`config.mk`:
```
export PLATFORM = sky130hd
export DESIGN_NAME = cmbt_ctrl
export DESIGN_NICKNAME = d
export VERILOG_FILES = /design/src/pkg/cmbt_pkg.sv /design/src/design/cmbt_ctrl.sv
export SDC_FILE = /design/constraint.sdc
export NUM_CORES = 1
export LEC_CHECK = 0
export BUFFER_PORTS_ARGS = -buffer_cell sky130_fd_sc_hd__buf_2
export CAP_MARGIN = 10
export CORE_MARGIN = 1.5
export CORE_UTILIZATION = 35
export CTS_CLUSTER_DIAMETER = 30
export DETAILED_ROUTE_END_ITERATION = 8
export PLACE_DENSITY = 0.55
export SETUP_SLACK_MARGIN = 0.5
export SLEW_MARGIN = 25
export SYNTH_ARGS = -nofsm -noshare
export SYNTH_HDL_FRONTEND = slang
export SYNTH_SLANG_ARGS = --single-unit
```
`constraint.sdc`:
```
create_clock -name ref_clk_i -period 1.53 [get_ports ref_clk_i]
set_input_delay 0.153 -clock ref_clk_i [delete_from_list [all_inputs] [get_ports ref_clk_i]]
set_output_delay 0.153 -clock ref_clk_i [all_outputs]
set_load 0.01 [all_outputs]
```
`src/pkg/cmbt_pkg.sv`:
```
package cmbt_pkg;

  // ****************************************************************
  // Register map.
  // ****************************************************************
  localparam logic [3:0] CMBT_OFF_MODE_CONTROL = 4'h0;
  localparam logic [3:0] CMBT_OFF_MAIN_CONTROL = 4'h1;
  localparam logic [3:0] CMBT_OFF_BIT_TIMING_ZERO = 4'h2;

  // Mode control fields.
  localparam int CMBT_MODE_INIT_REQUEST = 0;
  localparam int CMBT_MODE_SLEEP_REQUEST = 1;
  localparam int CMBT_MODE_WAKE_ENABLE = 2;
  localparam int CMBT_MODE_BUSOFF_RECOVER = 3;

  // Main control fields.
  localparam int CMBT_MAIN_INIT_ACK = 0;
  localparam int CMBT_MAIN_SLEEP_ACK = 1;
  localparam logic [7:0] CMBT_MAIN_RESET = 8'h00;
  localparam logic [7:0] CMBT_BTR0_RESET = 8'h00;

  // ****************************************************************
  // Timing.
  // ****************************************************************
  localparam int CMBT_CLK_PERIOD_PS = 4000;
  localparam int CMBT_WAKE_PULSE_TIME_NS = 2000;
  localparam int CMBT_WAKE_PULSE_CYC =
    (CMBT_WAKE_PULSE_TIME_NS * 1000 + CMBT_CLK_PERIOD_PS - 1) / CMBT_CLK_PERIOD_PS;
  localparam logic [11:0] CMBT_WAKE_PULSE_CYC_W = 12'(CMBT_WAKE_PULSE_CYC);

  // ****************************************************************
  // Types.
  // ****************************************************************
  typedef struct packed {
    logic module_enable;
    logic protocol_clock_select;
    logic internal_loopback;
    logic listen_only;
    logic busoff_recovery_select;
    logic wake_filter_select;
    logic sleep_ack;
    logic init_ack;
  } cmbt_main_t;

  typedef struct packed {
    logic [1:0] resync_jump_width;
    logic [5:0] quantum_prescaler;
  } cmbt_btr0_t;

  typedef struct packed {
    logic [3:0] addr;
    logic [7:0] wdata;
    logic wr;
    logic rd;
  } cmbt_bus_t;

  typedef enum logic [2:0] {
    CMBT_ST_RUN = 3'b001,
    CMBT_ST_INIT = 3'b010,
    CMBT_ST_SLEEP = 3'b100
  } cmbt_state_t;

endpackage

```
`src/design/cmbt_ctrl.sv`:
```
`timescale 1ns/1ps
// Notes on behaviour
// - Enable bit written once, except special mode
// - Enable bit zero disables the module
// - Clock select: oscillator or bus clock
// - Loopback feeds transmitter back to receiver
// - Listen-only receives, never drives the bus
// - Listen-only freezes the error counters
// - Listen-only blocks starting any transmission
// - Bus-off recovery automatic or on request
// - Wake filter: any dominant or long pulse
// - Sleep ack set on entry, cleared on wake
// - Clearing sleep request clears sleep ack
// - Init ack reports initialization mode
// - Configuration writes only in init mode
// - Bit timing readable always, written in init
// - Jump width is code plus one quanta
// - Prescaler divides by field plus one
// - Sleep entered only when bus idle
// - Init request aborts traffic, then acknowledges
module cmbt_ctrl
  import cmbt_pkg::*;
(
  // Clock and reset.
  input wire logic ref_clk_i,
  input wire logic resetn_i,
  // Register port.
  input wire logic [3:0] reg_addr_i,
  input wire logic [7:0] reg_wdata_i,
  input wire logic reg_wr_i,
  input wire logic reg_rd_i,
  output logic [7:0] reg_rdata_o,
  // System mode.
  input wire logic special_mode_i,
  // Protocol clock ticks.
  input wire logic osc_tick_i,
  input wire logic bus_tick_i,
  // Protocol core.
  input wire logic core_tx_bit_i,
  input wire logic core_rx_busy_i,
  input wire logic core_tx_pending_i,
  input wire logic core_busoff_i,
  output logic core_rx_bit_o,
  output logic core_abort_o,
  output logic core_tx_start_allow_o,
  output logic core_err_hold_o,
  output logic core_busoff_auto_o,
  output logic core_busoff_recover_o,
  output logic module_enable_o,
  output logic protocol_clock_select_o,
  output logic tq_tick_o,
  output logic [2:0] resync_jump_width_o,
  output logic [6:0] prescale_factor_o,
  output logic init_ack_o,
  output logic sleep_ack_o,
  // Bus pins.
  input wire logic can_rx_i,
  output logic can_tx_o
);

  // ****************************************************************
  // Decoding.
  // ****************************************************************
  function automatic logic hit(input cmbt_bus_t b, input logic [3:0] off);
    hit = b.wr && (b.addr == off);
  endfunction

  cmbt_bus_t bus;
  cmbt_main_t wmain;
  cmbt_state_t state_reg;
  cmbt_state_t state_next;
  cmbt_main_t main_reg;
  cmbt_btr0_t btr0_reg;
  logic init_request_reg;
  logic sleep_request_reg;
  logic wake_enable_reg;
  logic enable_written_reg;
  logic recover_req_reg;
  logic init_active;
  logic sleep_active;
  logic wake_event;
  logic [2:0] rx_sync_reg;
  logic rx_level_reg;
  logic [11:0] wake_cnt_reg;
  logic [5:0] tq_cnt_reg;
  logic tq_tick_reg;
  logic proto_tick;
  logic [7:0] rdata_reg;

  assign bus = '{addr: reg_addr_i, wdata: reg_wdata_i, wr: reg_wr_i, rd: reg_rd_i};
  assign wmain = bus.wdata;
  assign init_active = init_request_reg && (state_reg == CMBT_ST_INIT);
  assign sleep_active = sleep_request_reg && (state_reg == CMBT_ST_SLEEP);

  // ****************************************************************
  // Mode state machine.
  // ****************************************************************
  always_comb begin
    state_next = state_reg;
    case (state_reg)
      CMBT_ST_RUN: begin
        if (init_request_reg) begin
          state_next = CMBT_ST_INIT;
        end else if (sleep_request_reg && !core_rx_busy_i && !core_tx_pending_i) begin
          state_next = CMBT_ST_SLEEP;
        end
      end
      CMBT_ST_SLEEP: begin
        if (init_request_reg) begin
          state_next = CMBT_ST_INIT;
        end else if (!sleep_request_reg || wake_event) begin
          state_next = CMBT_ST_RUN;
        end
      end
      CMBT_ST_INIT: begin
        if (!init_request_reg) begin
          state_next = CMBT_ST_RUN;
        end
      end
      default: begin
        state_next = CMBT_ST_RUN;
      end
    endcase
  end

  always_ff @(posedge ref_clk_i) begin
    if (!resetn_i) begin
      state_reg <= CMBT_ST_RUN;
    end else begin
      state_reg <= state_next;
    end
  end

  // ****************************************************************
  // Mode requests.
  // ****************************************************************
  always_ff @(posedge ref_clk_i) begin
    if (!resetn_i) begin
      init_request_reg <= 1'b0;
      sleep_request_reg <= 1'b0;
      wake_enable_reg <= 1'b0;
    end else begin
      if (hit(bus, CMBT_OFF_MODE_CONTROL)) begin
        wake_enable_reg <= bus.wdata[CMBT_MODE_WAKE_ENABLE];
        if (bus.wdata[CMBT_MODE_INIT_REQUEST] || init_active) begin
          init_request_reg <= bus.wdata[CMBT_MODE_INIT_REQUEST];
        end
        if (bus.wdata[CMBT_MODE_SLEEP_REQUEST] || sleep_active) begin
          sleep_request_reg <= bus.wdata[CMBT_MODE_SLEEP_REQUEST];
        end
      end
      if (wake_event) begin
        sleep_request_reg <= 1'b0;
      end
    end
  end

  always_ff @(posedge ref_clk_i) begin
    if (!resetn_i) begin
      recover_req_reg <= 1'b0;
    end else begin
      recover_req_reg <= hit(bus, CMBT_OFF_MODE_CONTROL) && bus.wdata[CMBT_MODE_BUSOFF_RECOVER];
    end
  end

  // ****************************************************************
  // Configuration registers.
  // ****************************************************************
  always_ff @(posedge ref_clk_i) begin
    if (!resetn_i) begin
      main_reg <= CMBT_MAIN_RESET;
      enable_written_reg <= 1'b0;
    end else if (hit(bus, CMBT_OFF_MAIN_CONTROL) && init_active) begin
      main_reg.protocol_clock_select <= wmain.protocol_clock_select;
      main_reg.internal_loopback <= wmain.internal_loopback;
      main_reg.listen_only <= wmain.listen_only;
      main_reg.busoff_recovery_select <= wmain.busoff_recovery_select;
      main_reg.wake_filter_select <= wmain.wake_filter_select;
      if (!enable_written_reg || special_mode_i) begin
        main_reg.module_enable <= wmain.module_enable;
        enable_written_reg <= 1'b1;
      end
    end
  end

  always_ff @(posedge ref_clk_i) begin
    if (!resetn_i) begin
      btr0_reg <= CMBT_BTR0_RESET;
    end else if (hit(bus, CMBT_OFF_BIT_TIMING_ZERO) && init_active) begin
      btr0_reg <= bus.wdata;
    end
  end

  // ****************************************************************
  // Register reads.
  // ****************************************************************
  always_ff @(posedge ref_clk_i) begin
    if (!resetn_i) begin
      rdata_reg <= 8'h00;
    end else if (bus.rd) begin
      case (bus.addr)
        CMBT_OFF_MODE_CONTROL: begin
          rdata_reg <= {5'h00, wake_enable_reg, sleep_request_reg, init_request_reg};
        end
        CMBT_OFF_MAIN_CONTROL: begin
          rdata_reg <= {main_reg[7:2], sleep_ack_o, init_ack_o};
        end
        CMBT_OFF_BIT_TIMING_ZERO: begin
          rdata_reg <= btr0_reg;
        end
        default: begin
          rdata_reg <= 8'h00;
        end
      endcase
    end else begin
      rdata_reg <= 8'h00;
    end
  end

  assign reg_rdata_o = rdata_reg;

  // ****************************************************************
  // Receive pin and wake-up.
  // ****************************************************************
  always_ff @(posedge ref_clk_i) begin
    if (!resetn_i) begin
      rx_sync_reg <= 3'b111;
      rx_level_reg <= 1'b1;
    end else begin
      rx_sync_reg <= {rx_sync_reg[1:0], can_rx_i};
      if (rx_sync_reg[1] == rx_sync_reg[2]) begin
        rx_level_reg <= rx_sync_reg[2];
      end
    end
  end

  always_ff @(posedge ref_clk_i) begin
    if (!resetn_i) begin
      wake_cnt_reg <= 12'h000;
    end else if (sleep_active && !rx_level_reg) begin
      if (wake_cnt_reg != CMBT_WAKE_PULSE_CYC_W) begin
        wake_cnt_reg <= wake_cnt_reg + 12'h001;
      end
    end else begin
      wake_cnt_reg <= 12'h000;
    end
  end

  always_comb begin
    wake_event = 1'b0;
    if (sleep_active && wake_enable_reg && !rx_level_reg) begin
      if (!main_reg.wake_filter_select) begin
        wake_event = 1'b1;
      end else begin
        wake_event = (wake_cnt_reg == CMBT_WAKE_PULSE_CYC_W);
      end
    end
  end

  // ****************************************************************
  // Time quantum prescaler.
  // ****************************************************************
  assign proto_tick = main_reg.protocol_clock_select ? bus_tick_i : osc_tick_i;

  always_ff @(posedge ref_clk_i) begin
    if (!resetn_i) begin
      tq_cnt_reg <= 6'h00;
      tq_tick_reg <= 1'b0;
    end else if (!main_reg.module_enable || init_active) begin
      tq_cnt_reg <= 6'h00;
      tq_tick_reg <= 1'b0;
    end else if (proto_tick) begin
      tq_tick_reg <= (tq_cnt_reg == btr0_reg.quantum_prescaler);
      if (tq_cnt_reg == btr0_reg.quantum_prescaler) begin
        tq_cnt_reg <= 6'h00;
      end else begin
        tq_cnt_reg <= tq_cnt_reg + 6'h01;
      end
    end else begin
      tq_tick_reg <= 1'b0;
    end
  end

  // ****************************************************************
  // Outputs to core and bus.
  // ****************************************************************
  assign tq_tick_o = tq_tick_reg;
  assign prescale_factor_o = {1'b0, btr0_reg.quantum_prescaler} + 7'h01;
  assign resync_jump_width_o = {1'b0, btr0_reg.resync_jump_width} + 3'h1;
  assign module_enable_o = main_reg.module_enable;
  assign protocol_clock_select_o = main_reg.protocol_clock_select;
  assign init_ack_o = (state_reg == CMBT_ST_INIT);
  assign sleep_ack_o = (state_reg == CMBT_ST_SLEEP);
  assign core_abort_o = init_request_reg || !main_reg.module_enable;
  assign core_err_hold_o = main_reg.listen_only;
  assign core_tx_start_allow_o = main_reg.module_enable && !main_reg.listen_only &&
    (state_reg == CMBT_ST_RUN) && !init_request_reg;
  assign core_busoff_auto_o = !main_reg.busoff_recovery_select;
  assign core_busoff_recover_o = main_reg.busoff_recovery_select && core_busoff_i &&
    recover_req_reg;
  assign core_rx_bit_o = main_reg.internal_loopback ? core_tx_bit_i : rx_level_reg;
  assign can_tx_o = core_tx_bit_i || core_abort_o || main_reg.listen_only ||
    main_reg.internal_loopback || (state_reg != CMBT_ST_RUN);

endmodule

```
==> impl_metrics.tcl <==
set metrics [dict create \
    sw_frac_of_total 0.2328 \
    reg2reg_depth 6 \
    cp-start-kind "flip-flop" \
    worstPathArrival_ps 1740 \
    htree_levels 2 \
    p_per_area_nw_per_um2 555.8 \
    synth-seq-area-share 0.4424 \
    wl_per_cell_um 15.05 \
    ys_seq_elements 53 \
    p_int_uw 1737 \
    synth_area_um2 2399 \
    cts_tree "done" \
    clk_latency_ps 310 \
    fin_area_um2 4074 \
    critPathRequiredTime_ps 1780 \
    drive_above_1_share 0.6010 \
    dpl-instance-area_um2 3007 \
    grt_pass1_wl_mm 10.64 \
    cts_made_buffers 5 \
    firstDrtPassIters 4 \
    num_io_pins 54 \
    fin_crit_sh 0.9700 \
    ir_worst_vdd_mv 0.3672 \
    skew_ps 10.64 \
    maxCapViolCount 0 \
    worst_pin_slew_ps 515.9 \
    leakage_uw 0.001595 \
    clockBufferDepth 2 \
    start_util 0.3693 \
    via_count 2380 \
    outcome "finished clean" \
    fmax_mhz 673.8 \
    final_cells 468 \
    hp-start "can_rx_i" \
    r2r_slack_ps 50 \
    setup_viol 0 \
    diodes 0 \
    grt_max_degree 17 \
    detail-route-antenna-nets 0 \
    grt_use_total 0.1842 \
    tns_ps 0 \
    largest_reg_flops 12 \
    synth_cell_types 45 \
    worst-setup-path-type "reg -> reg" \
    yosys_warnings 0 \
    r2r_end "wake_cnt_reg[11]$_SDFFE_PN0N_" \
    wirelength_mm 7.043 \
    floorplan.core_area_um2 6495 \
    gp_congestion 0.8038 \
    holdPathEnd "rx_sync_reg[0]$_SDFF_PN1_" \
    switching_power_uw 527.2 \
    path_clk_slew_ps 100 \
    antenna_found_initial 0 \
    syn-instance-count 276 \
    endpoint_kind "flip-flop" \
    grt_pass1_vias 2238 \
    clockRootBuffer "clkbuf_8" \
    dp_cells 414 \
    holdPathStages 2 \
    drc 0 \
    slew_violations 0 \
    synthArstFlopShare 0 \
    period_minus_slack_ps 1484 \
    yosysTopAreaCell "dfxtp_1" \
    synth_top_area_share 0.4424 \
    row_count 29 \
    cts_hold_buffers 0 \
    finalHoldViolations 0 \
    nNetsFinal 419 \
    p_seq_frac 0.601 \
    cp_max_fo 3 \
    synth_edf_count 0 \
    dp_hpwl_mm 4.375 \
    io_buffers 53 \
    p_comb_frac 0.059 \
    syn-num-nets 305 \
    die_width_um 85.78 \
    relSlewSlack 0.6512 \
    grt_overflow_total 0 \
    ys.flop_type "dfxtp_1" \
    ys_top_cells_by_area "dfxtp_1, nor2_1, nand3_1, nand2_1, xnor2_1" \
    die_h_um 85.78 \
    p_clk_frac 0.339 \
    hp-class "in -> reg" \
    numClockSinks 53 \
    viasPerCell 5.085 \
    r2r-start "wake_cnt_reg[1]$_SDFFE_PN0N_" \
    rsz0062_at_grt "yes" \
    dieArea_um2 7358 \
    syn2layout_area_growth_pct 69.85 \
    drt_iter0_markers 146 \
    syn_area_per_cell_um2 8.690 \
]
==> what timing repair did <==
item | 4_1_cts | 5_1_grt
setup buffers | 32 | 12
endpoints found under the setup margin | 63 | 64
pin swaps | 19 | 39
resized for setup | 64 | 76
gates cloned | 1 | 1
==> logic make-up (layout without fill, tap and decap cells) <==
logic type / after synthesis / in the layout / share of synthesized area
and+or+nand+nor: 127 / 129 / 0.2817
DFF: 53 / 53 / 0.4424
AOI/OAI and AO/OA: 42 / 42 / 0.1059
xor gates and xnor gates: 22 / 22 / 0.08033
buffers and inverters: 20 / 133 / 0.03339
muxes: 7 / 7 / 0.03026
adders and majority gates: 5 / 5 / 0.02608
==> through the flow <==
stage / total power (uW) / hold WS (ps) / setup WS [ps] / utilization
3_3_place_gp: 1517 / 336.6 / 59.78 / 0.4629
2_1_floorplan: 1463 / 254.5 / 80.87 / -
6_report: 2264 / 23.55 / 45.85 / 0.6272
4_1_cts: 2272 / 17.19 / 32.99 / 0.5575
5_1_grt: 2359 / 18.44 / -10.05 / 0.6272
3_5_place_dp: 1517 / 338.1 / 21.83 / 0.4629
==> metal layers <==
layer	up-vias	part of all wire	wire, um	global-route usage
li1	1185	-	-	-
met1	1133	0.47	3277	0.2406
met2	50	0.47	3345	0.3057
met3	12	0.042	293	0.03561
met4	0	0.018	127	0.06158
met5	-	0	0	0
==> power groups by stage <==
stage                     clock, uW  sequential (uW)  combinational (uW)
after global routing            851             1360                 145
after CTS                       796             1370                 111
final                           769             1360                 134
after detailed placement          0             1410                 105
after floorplan                   0             1410                52.4
after global placement            0             1410                 105
==> how the worst max path moves through the flow <==
stage | startpoint | endpoint | slack [ps]
5_1_grt | wake_cnt_reg[1]$_SDFFE_PN0N_ | wake_cnt_reg[11]$_SDFFE_PN0N_ | -10
6_report | wake_cnt_reg[1]$_SDFFE_PN0N_ | wake_cnt_reg[11]$_SDFFE_PN0N_ | 50
3_5_place_dp | wake_cnt_reg[0]$_SDFFE_PN0N_ | wake_cnt_reg[9]$_SDFFE_PN0N_ | 20
2_1_floorplan | wake_cnt_reg[1]$_SDFFE_PN0N_ | wake_cnt_reg[9]$_SDFFE_PN0N_ | 80
4_1_cts | wake_cnt_reg[0]$_SDFFE_PN0N_ | wake_cnt_reg[9]$_SDFFE_PN0N_ | 30
3_3_place_gp | wake_cnt_reg[0]$_SDFFE_PN0N_ | wake_cnt_reg[9]$_SDFFE_PN0N_ | 60
==> synthesized netlist by cell type (2+ instances only) <==
cell	n
dfxtp_1	53
nor2_1	33
nand2_1	27
nand3_1	23
o21ai_1	13
a21oi_1	11
xnor2_1	11
xor2_1	11
inv_1	9
nand4_1	7
a22oi_1	6
and3_1	6
o21ai_0	6
clkbuf_1	5
ha_1	5
mux2i_1	5
buf_2	4
nand2b_1	4
and2_1	3
nor2b_1	3
nor3_1	3
buf_1	2
mux2_2	2
nor3b_2	2
or4_1	2
==> cell type report <==
type | instances | area [um2]
Clock buffer | 6 | 72.57
Clock inverter | 2 | 10.01
Fill cell | 540 | 2421
Inverter | 9 | 36.28
Multi-Input combinational cell | 205 | 1748
Sequential cell | 53 | 1126
Tap cell | 77 | 96.34
Timing Repair Buffer | 116 | 984.7
==> worst max-delay path: stages (launching register included) <==
cell     delay [ps]
dfxtp_2         360
inv_2            60
ha_4            140
nor2b_4         120
and2_4          140
or4_4           470
a21oi_2         140
==> cell usage in the layout, fill, tap and decap left out, types with 3 or more instances in the layout <==
cell type	count
a21oi_1	3
a21oi_2	8
a22oi_1	3
a22oi_2	3
and2_4	3
and3_1	3
and3_4	3
buf_12	5
buf_2	41
buf_4	29
buf_6	41
clkbuf_8	5
dfxtp_1	29
dfxtp_2	10
dfxtp_4	14
ha_4	4
inv_1	4
inv_2	4
mux2i_2	3
nand2_1	22
nand2_4	4
nand2_8	4
nand2b_1	4
nand3_1	6
nand3_2	14
nand3_4	3
nand4_1	7
nor2_1	27
nor2_4	4
o21ai_0	4
o21ai_1	12
o21ai_2	3
xnor2_1	7
xnor2_2	4
xor2_1	11
No activity file was read; power rests on OpenSTA's default activity.
